`src/hw/ufd_defs.svh`:
```
// offsets, field positions, reset values and levels of the fifo control shadows
// How it works
// - dma mode field has own shadow bit
// - dma mode write leaves other fields alone
// - dma mode picks request scheme, 0 or 1
// - fifo enable field has own shadow bit
// - fifo enable write leaves other fields alone
// - fifo enable turns both fifos on or off
// - disabling enabled fifos flushes both controllers
// - rx trigger field has two-bit shadow
// - rx trigger write leaves other fields alone
// - rx trigger sets data-available interrupt level
// - in mode 1 trigger drives rx request
// - trigger codes: one, quarter, half, full-2
// - shadows reset to zero, reserved bits zero
`ifndef UFD_DEFS_SVH
`define UFD_DEFS_SVH

// byte addresses on the peripheral bus
`define UFD_A_DMA_MODE  32'h5000_1094
`define UFD_A_FIFO_EN   32'h5000_1098
`define UFD_A_RX_TRIG   32'h5000_109C
`define UFD_A_CTRL      32'h5000_10E0
`define UFD_A_INT_STAT  32'h5000_10E4
`define UFD_A_INT_MASK  32'h5000_10E8

// field positions in the full control image
`define UFD_FE_BIT      0
`define UFD_DMAM_BIT    3
`define UFD_TRIG_MSB    7
`define UFD_TRIG_LSB    6

// interrupt status bits
`define UFD_INT_LEVEL   0
`define UFD_INT_FLUSH   1

// reset values
`define UFD_RST_DMA     1'h0
`define UFD_RST_FE      1'h0
`define UFD_RST_TRIG    2'h0
`define UFD_RST_MASK    2'h0

// fifo depth and the four fill levels
`define UFD_DEPTH       5'h10
`define UFD_LVL_ONE     5'h01
`define UFD_LVL_QTR     5'h04
`define UFD_LVL_HALF    5'h08
`define UFD_LVL_NFULL   5'h0E

`endif

```
`src/hw/ufd_pkg.sv`:
```
// types shared by the fifo control shadow block
package ufd_pkg;

    typedef logic [4:0] ufd_cnt_t;

    typedef enum logic {
        UFD_MODE0 = 1'b0,
        UFD_MODE1 = 1'b1
    } ufd_dma_mode_t;

    typedef enum logic [1:0] {
        UFD_TRIG_ONE   = 2'h0,
        UFD_TRIG_QTR   = 2'h1,
        UFD_TRIG_HALF  = 2'h2,
        UFD_TRIG_NFULL = 2'h3
    } ufd_trig_t;

    typedef enum logic [1:0] {
        UFD_REQ_IDLE = 2'b01,
        UFD_REQ_ON   = 2'b10
    } ufd_req_state_t;

    typedef struct packed {
        ufd_req_state_t state;
        logic           req_n;
    } ufd_req_st_t;

    typedef struct packed {
        ufd_dma_mode_t dma_mode;
        logic          fifo_en;
        ufd_trig_t     rx_trig;
        logic          fifo_flush;
        logic [1:0]    int_status;
        logic [1:0]    int_mask;
        logic          irq;
        logic          rx_avail;
        logic          was_level;
        logic          pready;
        logic          pslverr;
        logic [31:0]   prdata;
    } ufd_regs_t;

endpackage : ufd_pkg

```
`src/hw/ufd_dma_if.sv`:
```
// conditions into, and request out of, one dma request generator
`timescale 1ns/10ps
interface ufd_dma_if;
    ufd_pkg::ufd_dma_mode_t mode;
    logic                   m0_set;
    logic                   m0_drop;
    logic                   m1_set;
    logic                   m1_drop;
    logic                   req_n;

    modport ctl (output mode, output m0_set, output m0_drop,
                 output m1_set, output m1_drop, input req_n);
    modport gen (input mode, input m0_set, input m0_drop,
                 input m1_set, input m1_drop, output req_n);
endinterface : ufd_dma_if

```
`src/hw/ufd_rx_level.sv`:
```
// receive fill threshold and level compare
`timescale 1ns/10ps
`include "ufd_defs.svh"
module ufd_rx_level (
    input  wire ufd_pkg::ufd_trig_t trig,
    input  wire logic               fifo_en,
    input  wire ufd_pkg::ufd_cnt_t  count,
    output ufd_pkg::ufd_cnt_t       threshold,
    output logic                    at_level
);
    import ufd_pkg::*;

    // decode of the trigger code into a character count
    always_comb begin
        unique case (trig)
            UFD_TRIG_ONE:   threshold = `UFD_LVL_ONE;
            UFD_TRIG_QTR:   threshold = `UFD_LVL_QTR;
            UFD_TRIG_HALF:  threshold = `UFD_LVL_HALF;
            UFD_TRIG_NFULL: threshold = `UFD_LVL_NFULL;
        endcase
    end

    // with fifos off the holding register acts as a one-deep fifo
    always_comb begin
        if (fifo_en) begin
            at_level = (count >= threshold);
        end else begin
            at_level = (count != 5'h00);
        end
    end
endmodule : ufd_rx_level

```
`src/hw/ufd_dma_req.sv`:
```
// one active-low dma request with mode-dependent set and release
`timescale 1ns/10ps
module ufd_dma_req (
    input  wire logic pclk,
    input  wire logic presetn,
    ufd_dma_if.gen    dma
);
    import ufd_pkg::*;

    ufd_req_st_t st;
    ufd_req_st_t next_st;
    logic        set_c;
    logic        drop_c;

    // scheme selection, then a two-state hold between set and release
    always_comb begin
        next_st = st;
        set_c   = (dma.mode == UFD_MODE1) ? dma.m1_set  : dma.m0_set;
        drop_c  = (dma.mode == UFD_MODE1) ? dma.m1_drop : dma.m0_drop;
        unique case (st.state)
            UFD_REQ_IDLE: begin
                if (set_c) begin
                    next_st.state = UFD_REQ_ON;
                    next_st.req_n = 1'b0;
                end
            end
            UFD_REQ_ON: begin
                if (drop_c) begin
                    next_st.state = UFD_REQ_IDLE;
                    next_st.req_n = 1'b1;
                end
            end
            default: begin
                next_st.state = UFD_REQ_IDLE;
                next_st.req_n = 1'b1;
            end
        endcase
    end

    always_ff @(posedge pclk or negedge presetn) begin
        if (!presetn) begin
            st <= '{state: UFD_REQ_IDLE, req_n: 1'b1};
        end else begin
            st <= next_st;
        end
    end

    assign dma.req_n = st.req_n;
endmodule : ufd_dma_req

```
`src/hw/ufd_shadow_ctrl.sv`:
```
// apb register front end for the uart fifo control shadows
`timescale 1ns/10ps
`include "ufd_defs.svh"
module ufd_shadow_ctrl (
    input  wire logic              pclk,
    input  wire logic              presetn,
    input  wire logic              psel,
    input  wire logic              penable,
    input  wire logic              pwrite,
    input  wire logic [31:0]       paddr,
    input  wire logic [31:0]       pwdata,
    output logic [31:0]            prdata,
    output logic                   pready,
    output logic                   pslverr,
    input  wire ufd_pkg::ufd_cnt_t rx_fifo_count,
    input  wire ufd_pkg::ufd_cnt_t tx_fifo_count,
    output logic                   fifo_enable,
    output logic                   dma_mode,
    output logic [1:0]             rx_trigger,
    output logic                   fifo_flush,
    output logic                   rx_data_avail,
    output logic                   tx_dma_req_n,
    output logic                   rx_dma_req_n,
    output logic                   irq
);
    import ufd_pkg::*;

    ////////////////////////////////////////////////////////////////
    // state and helpers

    ufd_regs_t  st;
    ufd_regs_t  next_st;
    ufd_cnt_t   rx_thr;
    logic       at_level;
    logic       setup;
    logic       wr_go;
    logic       rd_go;
    logic       hit;
    logic [1:0] ev;
    logic [1:0] clr;
    logic [31:0] rdata;

    ufd_dma_if tx_dma ();
    ufd_dma_if rx_dma ();

    ////////////////////////////////////////////////////////////////
    // submodules

    ufd_rx_level u_level (
        .trig      (st.rx_trig),
        .fifo_en   (st.fifo_en),
        .count     (rx_fifo_count),
        .threshold (rx_thr),
        .at_level  (at_level)
    );

    ufd_dma_req u_tx_req (
        .pclk    (pclk),
        .presetn (presetn),
        .dma     (tx_dma.gen)
    );

    ufd_dma_req u_rx_req (
        .pclk    (pclk),
        .presetn (presetn),
        .dma     (rx_dma.gen)
    );

    // tx: mode 0 holds only while empty, mode 1 holds until full
    assign tx_dma.mode    = st.dma_mode;
    assign tx_dma.m0_set  = (tx_fifo_count == 5'h00);
    assign tx_dma.m0_drop = (tx_fifo_count != 5'h00);
    assign tx_dma.m1_set  = (tx_fifo_count == 5'h00);
    assign tx_dma.m1_drop = (tx_fifo_count == `UFD_DEPTH);

    // rx: mode 1 waits for the trigger level, both release on empty
    assign rx_dma.mode    = st.dma_mode;
    assign rx_dma.m0_set  = (rx_fifo_count != 5'h00);
    assign rx_dma.m0_drop = (rx_fifo_count == 5'h00);
    assign rx_dma.m1_set  = at_level;
    assign rx_dma.m1_drop = (rx_fifo_count == 5'h00);

    ////////////////////////////////////////////////////////////////
    // apb decode

    // phase terms; a transfer completes on the access edge with pready
    assign setup = psel & ~penable;
    assign wr_go = psel & penable & st.pready & pwrite;
    assign rd_go = psel & penable & st.pready & ~pwrite;

    // read mux; reserved bits stay zero
    always_comb begin
        hit   = 1'b1;
        rdata = 32'h0000_0000;
        case (paddr)
            `UFD_A_DMA_MODE: rdata[0]   = st.dma_mode;
            `UFD_A_FIFO_EN:  rdata[0]   = st.fifo_en;
            `UFD_A_RX_TRIG:  rdata[1:0] = st.rx_trig;
            `UFD_A_CTRL: begin
                rdata[`UFD_FE_BIT]   = st.fifo_en;
                rdata[`UFD_DMAM_BIT] = st.dma_mode;
                rdata[`UFD_TRIG_MSB:`UFD_TRIG_LSB] = st.rx_trig;
            end
            `UFD_A_INT_STAT: rdata[1:0] = st.int_status;
            `UFD_A_INT_MASK: rdata[1:0] = st.int_mask;
            default:         hit        = 1'b0;
        endcase
    end

    ////////////////////////////////////////////////////////////////
    // next state

    always_comb begin
        next_st = st;

        // one storage copy per field, reached from both windows
        if (wr_go) begin
            case (paddr)
                `UFD_A_DMA_MODE: begin
                    next_st.dma_mode = ufd_dma_mode_t'(pwdata[0]);
                end
                `UFD_A_FIFO_EN: begin
                    next_st.fifo_en = pwdata[0];
                end
                `UFD_A_RX_TRIG: begin
                    next_st.rx_trig = ufd_trig_t'(pwdata[1:0]);
                end
                `UFD_A_CTRL: begin
                    next_st.fifo_en  = pwdata[`UFD_FE_BIT];
                    next_st.dma_mode = ufd_dma_mode_t'(pwdata[`UFD_DMAM_BIT]);
                    next_st.rx_trig  =
                        ufd_trig_t'(pwdata[`UFD_TRIG_MSB:`UFD_TRIG_LSB]);
                end
                `UFD_A_INT_MASK: begin
                    next_st.int_mask = pwdata[1:0];
                end
                default: begin
                    next_st.int_mask = st.int_mask;
                end
            endcase
        end

        // events: rising onto the level, and a flush on disable
        ev[`UFD_INT_LEVEL] = at_level & ~st.was_level;
        ev[`UFD_INT_FLUSH] = st.fifo_en & ~next_st.fifo_en;

        // clear only what the reader saw at setup, so a bit that
        // lands between setup and access is not lost
        clr = (rd_go && paddr == `UFD_A_INT_STAT) ? st.prdata[1:0] : 2'h0;
        next_st.int_status = (st.int_status & ~clr) | ev;

        next_st.fifo_flush = ev[`UFD_INT_FLUSH];
        next_st.was_level  = at_level;
        next_st.rx_avail   = at_level;
        next_st.irq        = |(next_st.int_status & next_st.int_mask);

        // answer is captured in setup and shown in the access cycle
        next_st.pready  = setup;
        next_st.pslverr = setup & ~hit;
        next_st.prdata  = setup ? rdata : st.prdata;
    end

    // every field, shadows included, clears to zero
    always_ff @(posedge pclk or negedge presetn) begin
        if (!presetn) begin
            st <= '0;
        end else begin
            st <= next_st;
        end
    end

    ////////////////////////////////////////////////////////////////
    // outputs

    assign prdata        = st.prdata;
    assign pready        = st.pready;
    assign pslverr       = st.pslverr;
    assign fifo_enable   = st.fifo_en;
    assign dma_mode      = st.dma_mode;
    assign rx_trigger    = st.rx_trig;
    assign fifo_flush    = st.fifo_flush;
    assign rx_data_avail = st.rx_avail;
    assign tx_dma_req_n  = tx_dma.req_n;
    assign rx_dma_req_n  = rx_dma.req_n;
    assign irq           = st.irq;
endmodule : ufd_shadow_ctrl

```
`config.mk`:
```
export PLATFORM = sky130hd
export DESIGN_NAME = ufd_shadow_ctrl
export DESIGN_NICKNAME = d
export VERILOG_FILES = /design/src/hw/ufd_pkg.sv /design/src/hw/ufd_dma_if.sv /design/src/hw/ufd_rx_level.sv /design/src/hw/ufd_dma_req.sv /design/src/hw/ufd_shadow_ctrl.sv
export VERILOG_INCLUDE_DIRS = /design/src /design/src/hw
export SDC_FILE = /design/constraint.sdc
export NUM_CORES = 1
export LEC_CHECK = 0
export ABC_AREA = 1
export BUFFER_PORTS_ARGS = -buffer_cell sky130_fd_sc_hd__buf_2
export CAP_MARGIN = 20
export CORE_UTILIZATION = 45
export CTS_BUF_LIST = sky130_fd_sc_hd__clkbuf_8
export DETAILED_ROUTE_END_ITERATION = 16
export PLACE_DENSITY = 0.83
export SYNTH_ARGS = -nofsm -noshare
export SYNTH_HDL_FRONTEND = slang
export SYNTH_HIERARCHICAL = 1
export SYNTH_SLANG_ARGS = --single-unit
```
`constraint.sdc`:
```
create_clock -name pclk -period 1.8 [get_ports pclk]
set_input_delay 0.09 -clock pclk [delete_from_list [all_inputs] [get_ports pclk]]
set_output_delay 0.09 -clock pclk [all_outputs]
set_load 0.01 [all_outputs]
```
==> results of run 1 <==
final timing paths:
| check | startpoint | end | slack (ns) | depth (start not counted) |
|---|---|---|---|---|
| worst max-delay path | rx_trigger[1] | u_rx_req/st[1] | 0.19 | 10 |
| worst min-delay path | penable | pready | 0.07 | 2 |
| worst max register to register | rx_trigger[1] | u_rx_req/st[1] | 0.19 | 10 |
| worst min register to register | prdata[7] | prdata[7] | 0.48 | 2 |
| max in group asynchronous | presetn | u_tx_req/st[1] | 1.12 | 2 |
| min in group asynchronous | presetn | pslverr | 0.31 | 2 |
cell type report:
class	count	area, sq um	area share (%)
multi-input combinational	209	998	44.2
sequential	22	556	24.6
timing repair buffer	69	353	15.6
inverter	65	244	10.8
tap	50	62.6	2.77
clock buffer	3	41.3	1.83
clock inverter	1	3.75	0.166
critical path: stages, from the launching register on:
cell and delay, ns:
dfrtp_2 0.42, inv_1 0.06, ha_1 0.30, nand2_1 0.07
nand3b_1 0.18, a21oi_2 0.20, nand2_1 0.07, nand2_1 0.10
nand2_2 0.05, nand2_2 0.07, inv_2 0.03
cell usage in the layout, fill, tap and decap left out, drive strengths merged, types with 3 or more instances in the layout:
cell type / instances
buf: 68
nand3: 17
nand4: 10
inv: 66
dfrtp: 20
o21ai: 4
clkbuf: 3
and2: 3
a21oi: 3
ha: 4
nand2: 90
nor2: 42
conb: 27
state kept, by name, indices dropped and copies added, names as in the netlist:
signal and count:
pready 1, u_rx_req/st 2, st 5, irq 1, u_tx_req/st 2, prdata 5
rx_trigger 2, pslverr 1, fifo_flush 1, fifo_enable 1, dma_mode 1
power by group through the flow:
stage / Clock [mW] / Sequential [mW] / Combinational [mW]
3_5_place_dp: 0 / 0.566 / 0.265
3_3_place_gp: 0 / 0.564 / 0.257
5_1_grt: 0.336 / 0.561 / 0.311
4_1_cts: 0.314 / 0.556 / 0.268
2_1_floorplan: 0 / 0.574 / 0.190
6_report: 0.303 / 0.555 / 0.266
stage by stage:
stage	util, %	instances	power (mW)
6_report	55.3	419	1.12
3_5_place_dp	53.8	414	0.831
4_1_cts	55.1	419	1.14
3_3_place_gp	53.8	414	0.821
5_1_grt	55.3	419	1.21
2_1_floorplan	-	331	0.765
per-layer routing:
layer	global-route usage, %	wire length, microns	part of all wire, %	up-vias
met4	6.77	71	1.8	0
met2	32.8	2050	52	67
met1	20.1	1570	40	828
met3	5.17	214	5.5	10
li1	-	-	-	986
met5	0	0	0	-
timing repair:
item	CTS	global route
endpoints found under the setup margin	0	3
hold buffers	1	0
hold endpoints to repair	20	0
resized for setup	0	3
==> results.yml, run 1 <==
global_route:
  grt_max_degree: 23
  overflow: 0
  grt_pass1_vias: 1692
  antenna_found_initial: 0
  track_usage_pct: 18.3
  grt_pass1_wl_microns: 6470
pwr:
  intPower_mw: 0.795
  switching_share_pct: 29.3
  p_comb_share_pct: 23.7
  pwr-share-seq_pct: 49.4
  p_clk_share_pct: 26.9
  vdd_drop_max_uv: 397
  p_sw_mw: 0.329
  power_per_cell_area_nw_per_um2: 498
  power.leakage_nw: 1.40
sta:
  hold_viol_final: 0
  finalSetupTns_ns: 0
  clock.fmax_ghz: 0.621
  fin_worst_skew_ns: 0.00919
  finalCritPeriodShare_pct: 89.5
  timing.final.ws_setup_ns: 0.189
  layout_min_cycle_time_ns: 1.61
  setup_viol: 0
  slew_violations: 0
  whs_ns: 0.0722
  rsz0062_at_grt: "no"
logic_synthesis:
  synth_area_sq_um: 1960
  yosysWarnings: 6
  avgSynthCellArea_sq_um: 6.44
  netlist_instances: 305
floorplan:
  die_y_microns: 68.1
  io_pins: 122
  core_area_sq_um: 4090
  rows: 23
  die_w_microns: 68.1
  dieArea_sq_um: 4630
  start_util_pct: 48.1
critical_path:
  end_kind: "register"
  critPathArrivalTime_ns: 1.81
  crit_path_max_fanout: 6
  crit_required_ns: 2.00
  startpoint_type: "register"
  crit_type: "register to register"
final_layout:
  fill_cells: 396
  nNetsFinal: 453
  design_area_sq_um: 2260
  drive_above_1_share_pct: 27.4
  syn_to_final_growth_pct: 15.0
  antenna_cells: 0
placement:
  dp_hpwl_microns: 3350
  numPortBuffers: 67
  dp_slack_ns: 0.122
  gp_congestion: 0.815
  placed_area_sq_um: 2200
clocking:
  cts_tree: "built"
  root_buffer: "clkbuf_8"
  clkLatencyLatePin_ns: 0.26
  clk_pin_slew_ns: 0.08
  ctsLongestPathBuffers: 2
  post-cts-setup-buffers: 0
  numCtsBuffers: 3
  cts.sinks: 22
  cts_max_level: 1
routing:
  via_per_inst: 4.51
  drc: 0
  final_antenna_net_count: 0
  drt_first_pass_iters: 4
  wire_per_inst_microns: 9.33
  vias: 1891
  drt_wl_total_microns: 3910
  first_iter_violations: 79
outcome:
  status: "finished, final reports clean"
worst_hold_path:
  worst_hold_path_type: "input port to register"
run:
  maxCapViolCount: 0
Note: power is estimated with default switching activity, not from simulation.
==> run 2: changes to the inputs <==
--- a/config.mk
+++ b/config.mk
@@ -13,6 +13,7 @@
 export CTS_BUF_LIST = sky130_fd_sc_hd__clkbuf_8
 export DETAILED_ROUTE_END_ITERATION = 16
 export PLACE_DENSITY = 0.83
+export RECOVER_POWER = 25
 export SYNTH_ARGS = -nofsm -noshare
 export SYNTH_HDL_FRONTEND = slang
 export SYNTH_HIERARCHICAL = 1
==> run 2 against run 1 <==
  * Sequential power about the same
  * Sequential cell count unchanged
  * First-iteration DRC count up 5.1%
  * Wire length down 0.46%
  * Critical path depth unchanged
  * Clock power about the same
  * Clock skew down 0.00087 ns
  * Global-route usage unchanged
  * Count of clock-buffer cells in the layout unchanged
  * Maximum frequency up 0.34%
  * Design area down 0.11%
  * Largest cell class unchanged
==> results.yml, run 2 (synthesis gave the netlist of run 1 again) <==
routing:
  final_antenna_net_count: 0
  drt_wl_total_microns: 3890
  wire_per_inst_microns: 9.28
  vias: 1882
  via_per_inst: 4.49
  first_iter_violations: 83
  drt_first_pass_iters: 4
  drc: 0
global_route:
  grt_pass1_wl_microns: 6470
  track_usage_pct: 18.3
  antenna_found_initial: 0
  grt_pass1_vias: 1692
  overflow: 0
  grt_max_degree: 23
sta:
  whs_ns: 0.0744
  timing.final.ws_setup_ns: 0.195
  slew_headroom_pct: 22.7
  layout_min_cycle_time_ns: 1.61
  rsz0062_at_grt: "no"
  clock.fmax_ghz: 0.623
  worst_pin_slew_ns: 1.16
  finalSetupTns_ns: 0
  slew_violations: 0
  finalCritPeriodShare_pct: 89.2
  setup_viol: 0
  fin_worst_skew_ns: 0.00832
  hold_viol_final: 0
final_layout:
  final_common_cell: "nand2_1"
  drive_above_1_share_pct: 26.8
  final_cell_mix: "nand2_1 (80), buf_2 (65), inv_1 (60), nor2_1 (39), conb_1 (27)"
  antenna_cells: 0
  syn_to_final_growth_pct: 14.8
  fill_cells: 396
  nNetsFinal: 453
critical_path:
  end_kind: "register"
  critPathArrivalTime_ns: 1.80
  crit_type: "register to register"
  crit_path_max_fanout: 6
  crit_required_ns: 2.00
  startpoint_type: "register"
floorplan:
  rows: 23
  die_y_microns: 68.1
  core_area_sq_um: 4090
  dieArea_sq_um: 4630
  start_util_pct: 48.1
  die_w_microns: 68.1
  io_pins: 122
clocking:
  numCtsBuffers: 3
  clk_pin_slew_ns: 0.08
  cts.sinks: 22
  ctsLongestPathBuffers: 2
  cts_tree: "built"
  clkLatencyLatePin_ns: 0.26
  cts_max_level: 1
  post-cts-setup-buffers: 0
  root_buffer: "clkbuf_8"
pwr:
  vdd_drop_max_uv: 397
  power_per_cell_area_nw_per_um2: 498
  power.leakage_nw: 1.39
  p_total_mw: 1.12
outcome:
  status: "finished, final reports clean"
placement:
  dp_hpwl_microns: 3350
  dp_slack_ns: 0.122
  numPortBuffers: 67
  gp_congestion: 0.815
run:
  maxCapViolCount: 0
worst_hold_path:
  worst_hold_path_type: "input port to register"
[run 2: worst paths after layout]
path / startpoint / depth (start not counted) / to / slack [ns]
min in group asynchronous: presetn / 2 / pslverr / 0.58
worst max-delay path: rx_trigger[1] / 10 / u_rx_req/st[1] / 0.19
worst min register to register: prdata[7] / 2 / prdata[7] / 0.48
worst max register to register: rx_trigger[1] / 10 / u_rx_req/st[1] / 0.19
max in group asynchronous: presetn / 2 / rx_trigger[0] / 0.46
worst min-delay path: penable / 2 / pready / 0.07
[run 2: critical path, stage by stage (launching register included)]
cell	delay, ns
dfrtp_2	0.42
inv_1	0.06
ha_1	0.30
nand2_1	0.07
nand3b_1	0.18
a21oi_2	0.20
nand2_1	0.07
nand2_1	0.10
nand2_2	0.05
nand2_2	0.07
inv_2	0.03
[run 2: repair_timing]
| action | CTS | global route |
|---|---|---|
| gates resized for setup | 0 | 3 |
| hold buffers | 1 | 0 |
| endpoints found under the hold margin | 20 | 0 |
| setup endpoints to repair | 0 | 3 |
[run 2: layout make-up]
type / instances / area [sq um] / area share (%)
Multi-Input combinational cell: 209 / 998 / 44.3
Sequential cell: 22 / 556 / 24.6
Timing Repair Buffer: 69 / 350 / 15.5
Inverter: 65 / 244 / 10.8
Tap cell: 50 / 62.6 / 2.77
Clock buffer: 3 / 41.3 / 1.83
Clock inverter: 1 / 3.75 / 0.166
[run 2: layer usage]
layer / track usage [%] / vias to the layer above / share of wire [%]
met5: 0 / - / 0
met1: 20.1 / 820 / 40
met3: 5.17 / 12 / 5.2
met2: 32.8 / 66 / 52
met4: 6.77 / 0 / 2.3
li1: - / 984 / -
[run 2: where the power goes]
group | switching [mW] | internal (mW) | leakage (nW)
clock | 0.149 | 0.152 | 0.0269
combinational | 0.161 | 0.104 | 1.10
sequential | 0.0173 | 0.538 | 0.262
[run 2: stage by stage]
stage / instance area, sq um / std cells / utilization (%)
finish: 2260 / 419 / 55.2
CTS: 2250 / 419 / 55.1
global placement: 2200 / 414 / 53.8
detailed placement: 2200 / 414 / 53.8
global route: 2260 / 419 / 55.2
floorplan: 2060 / 331 / -
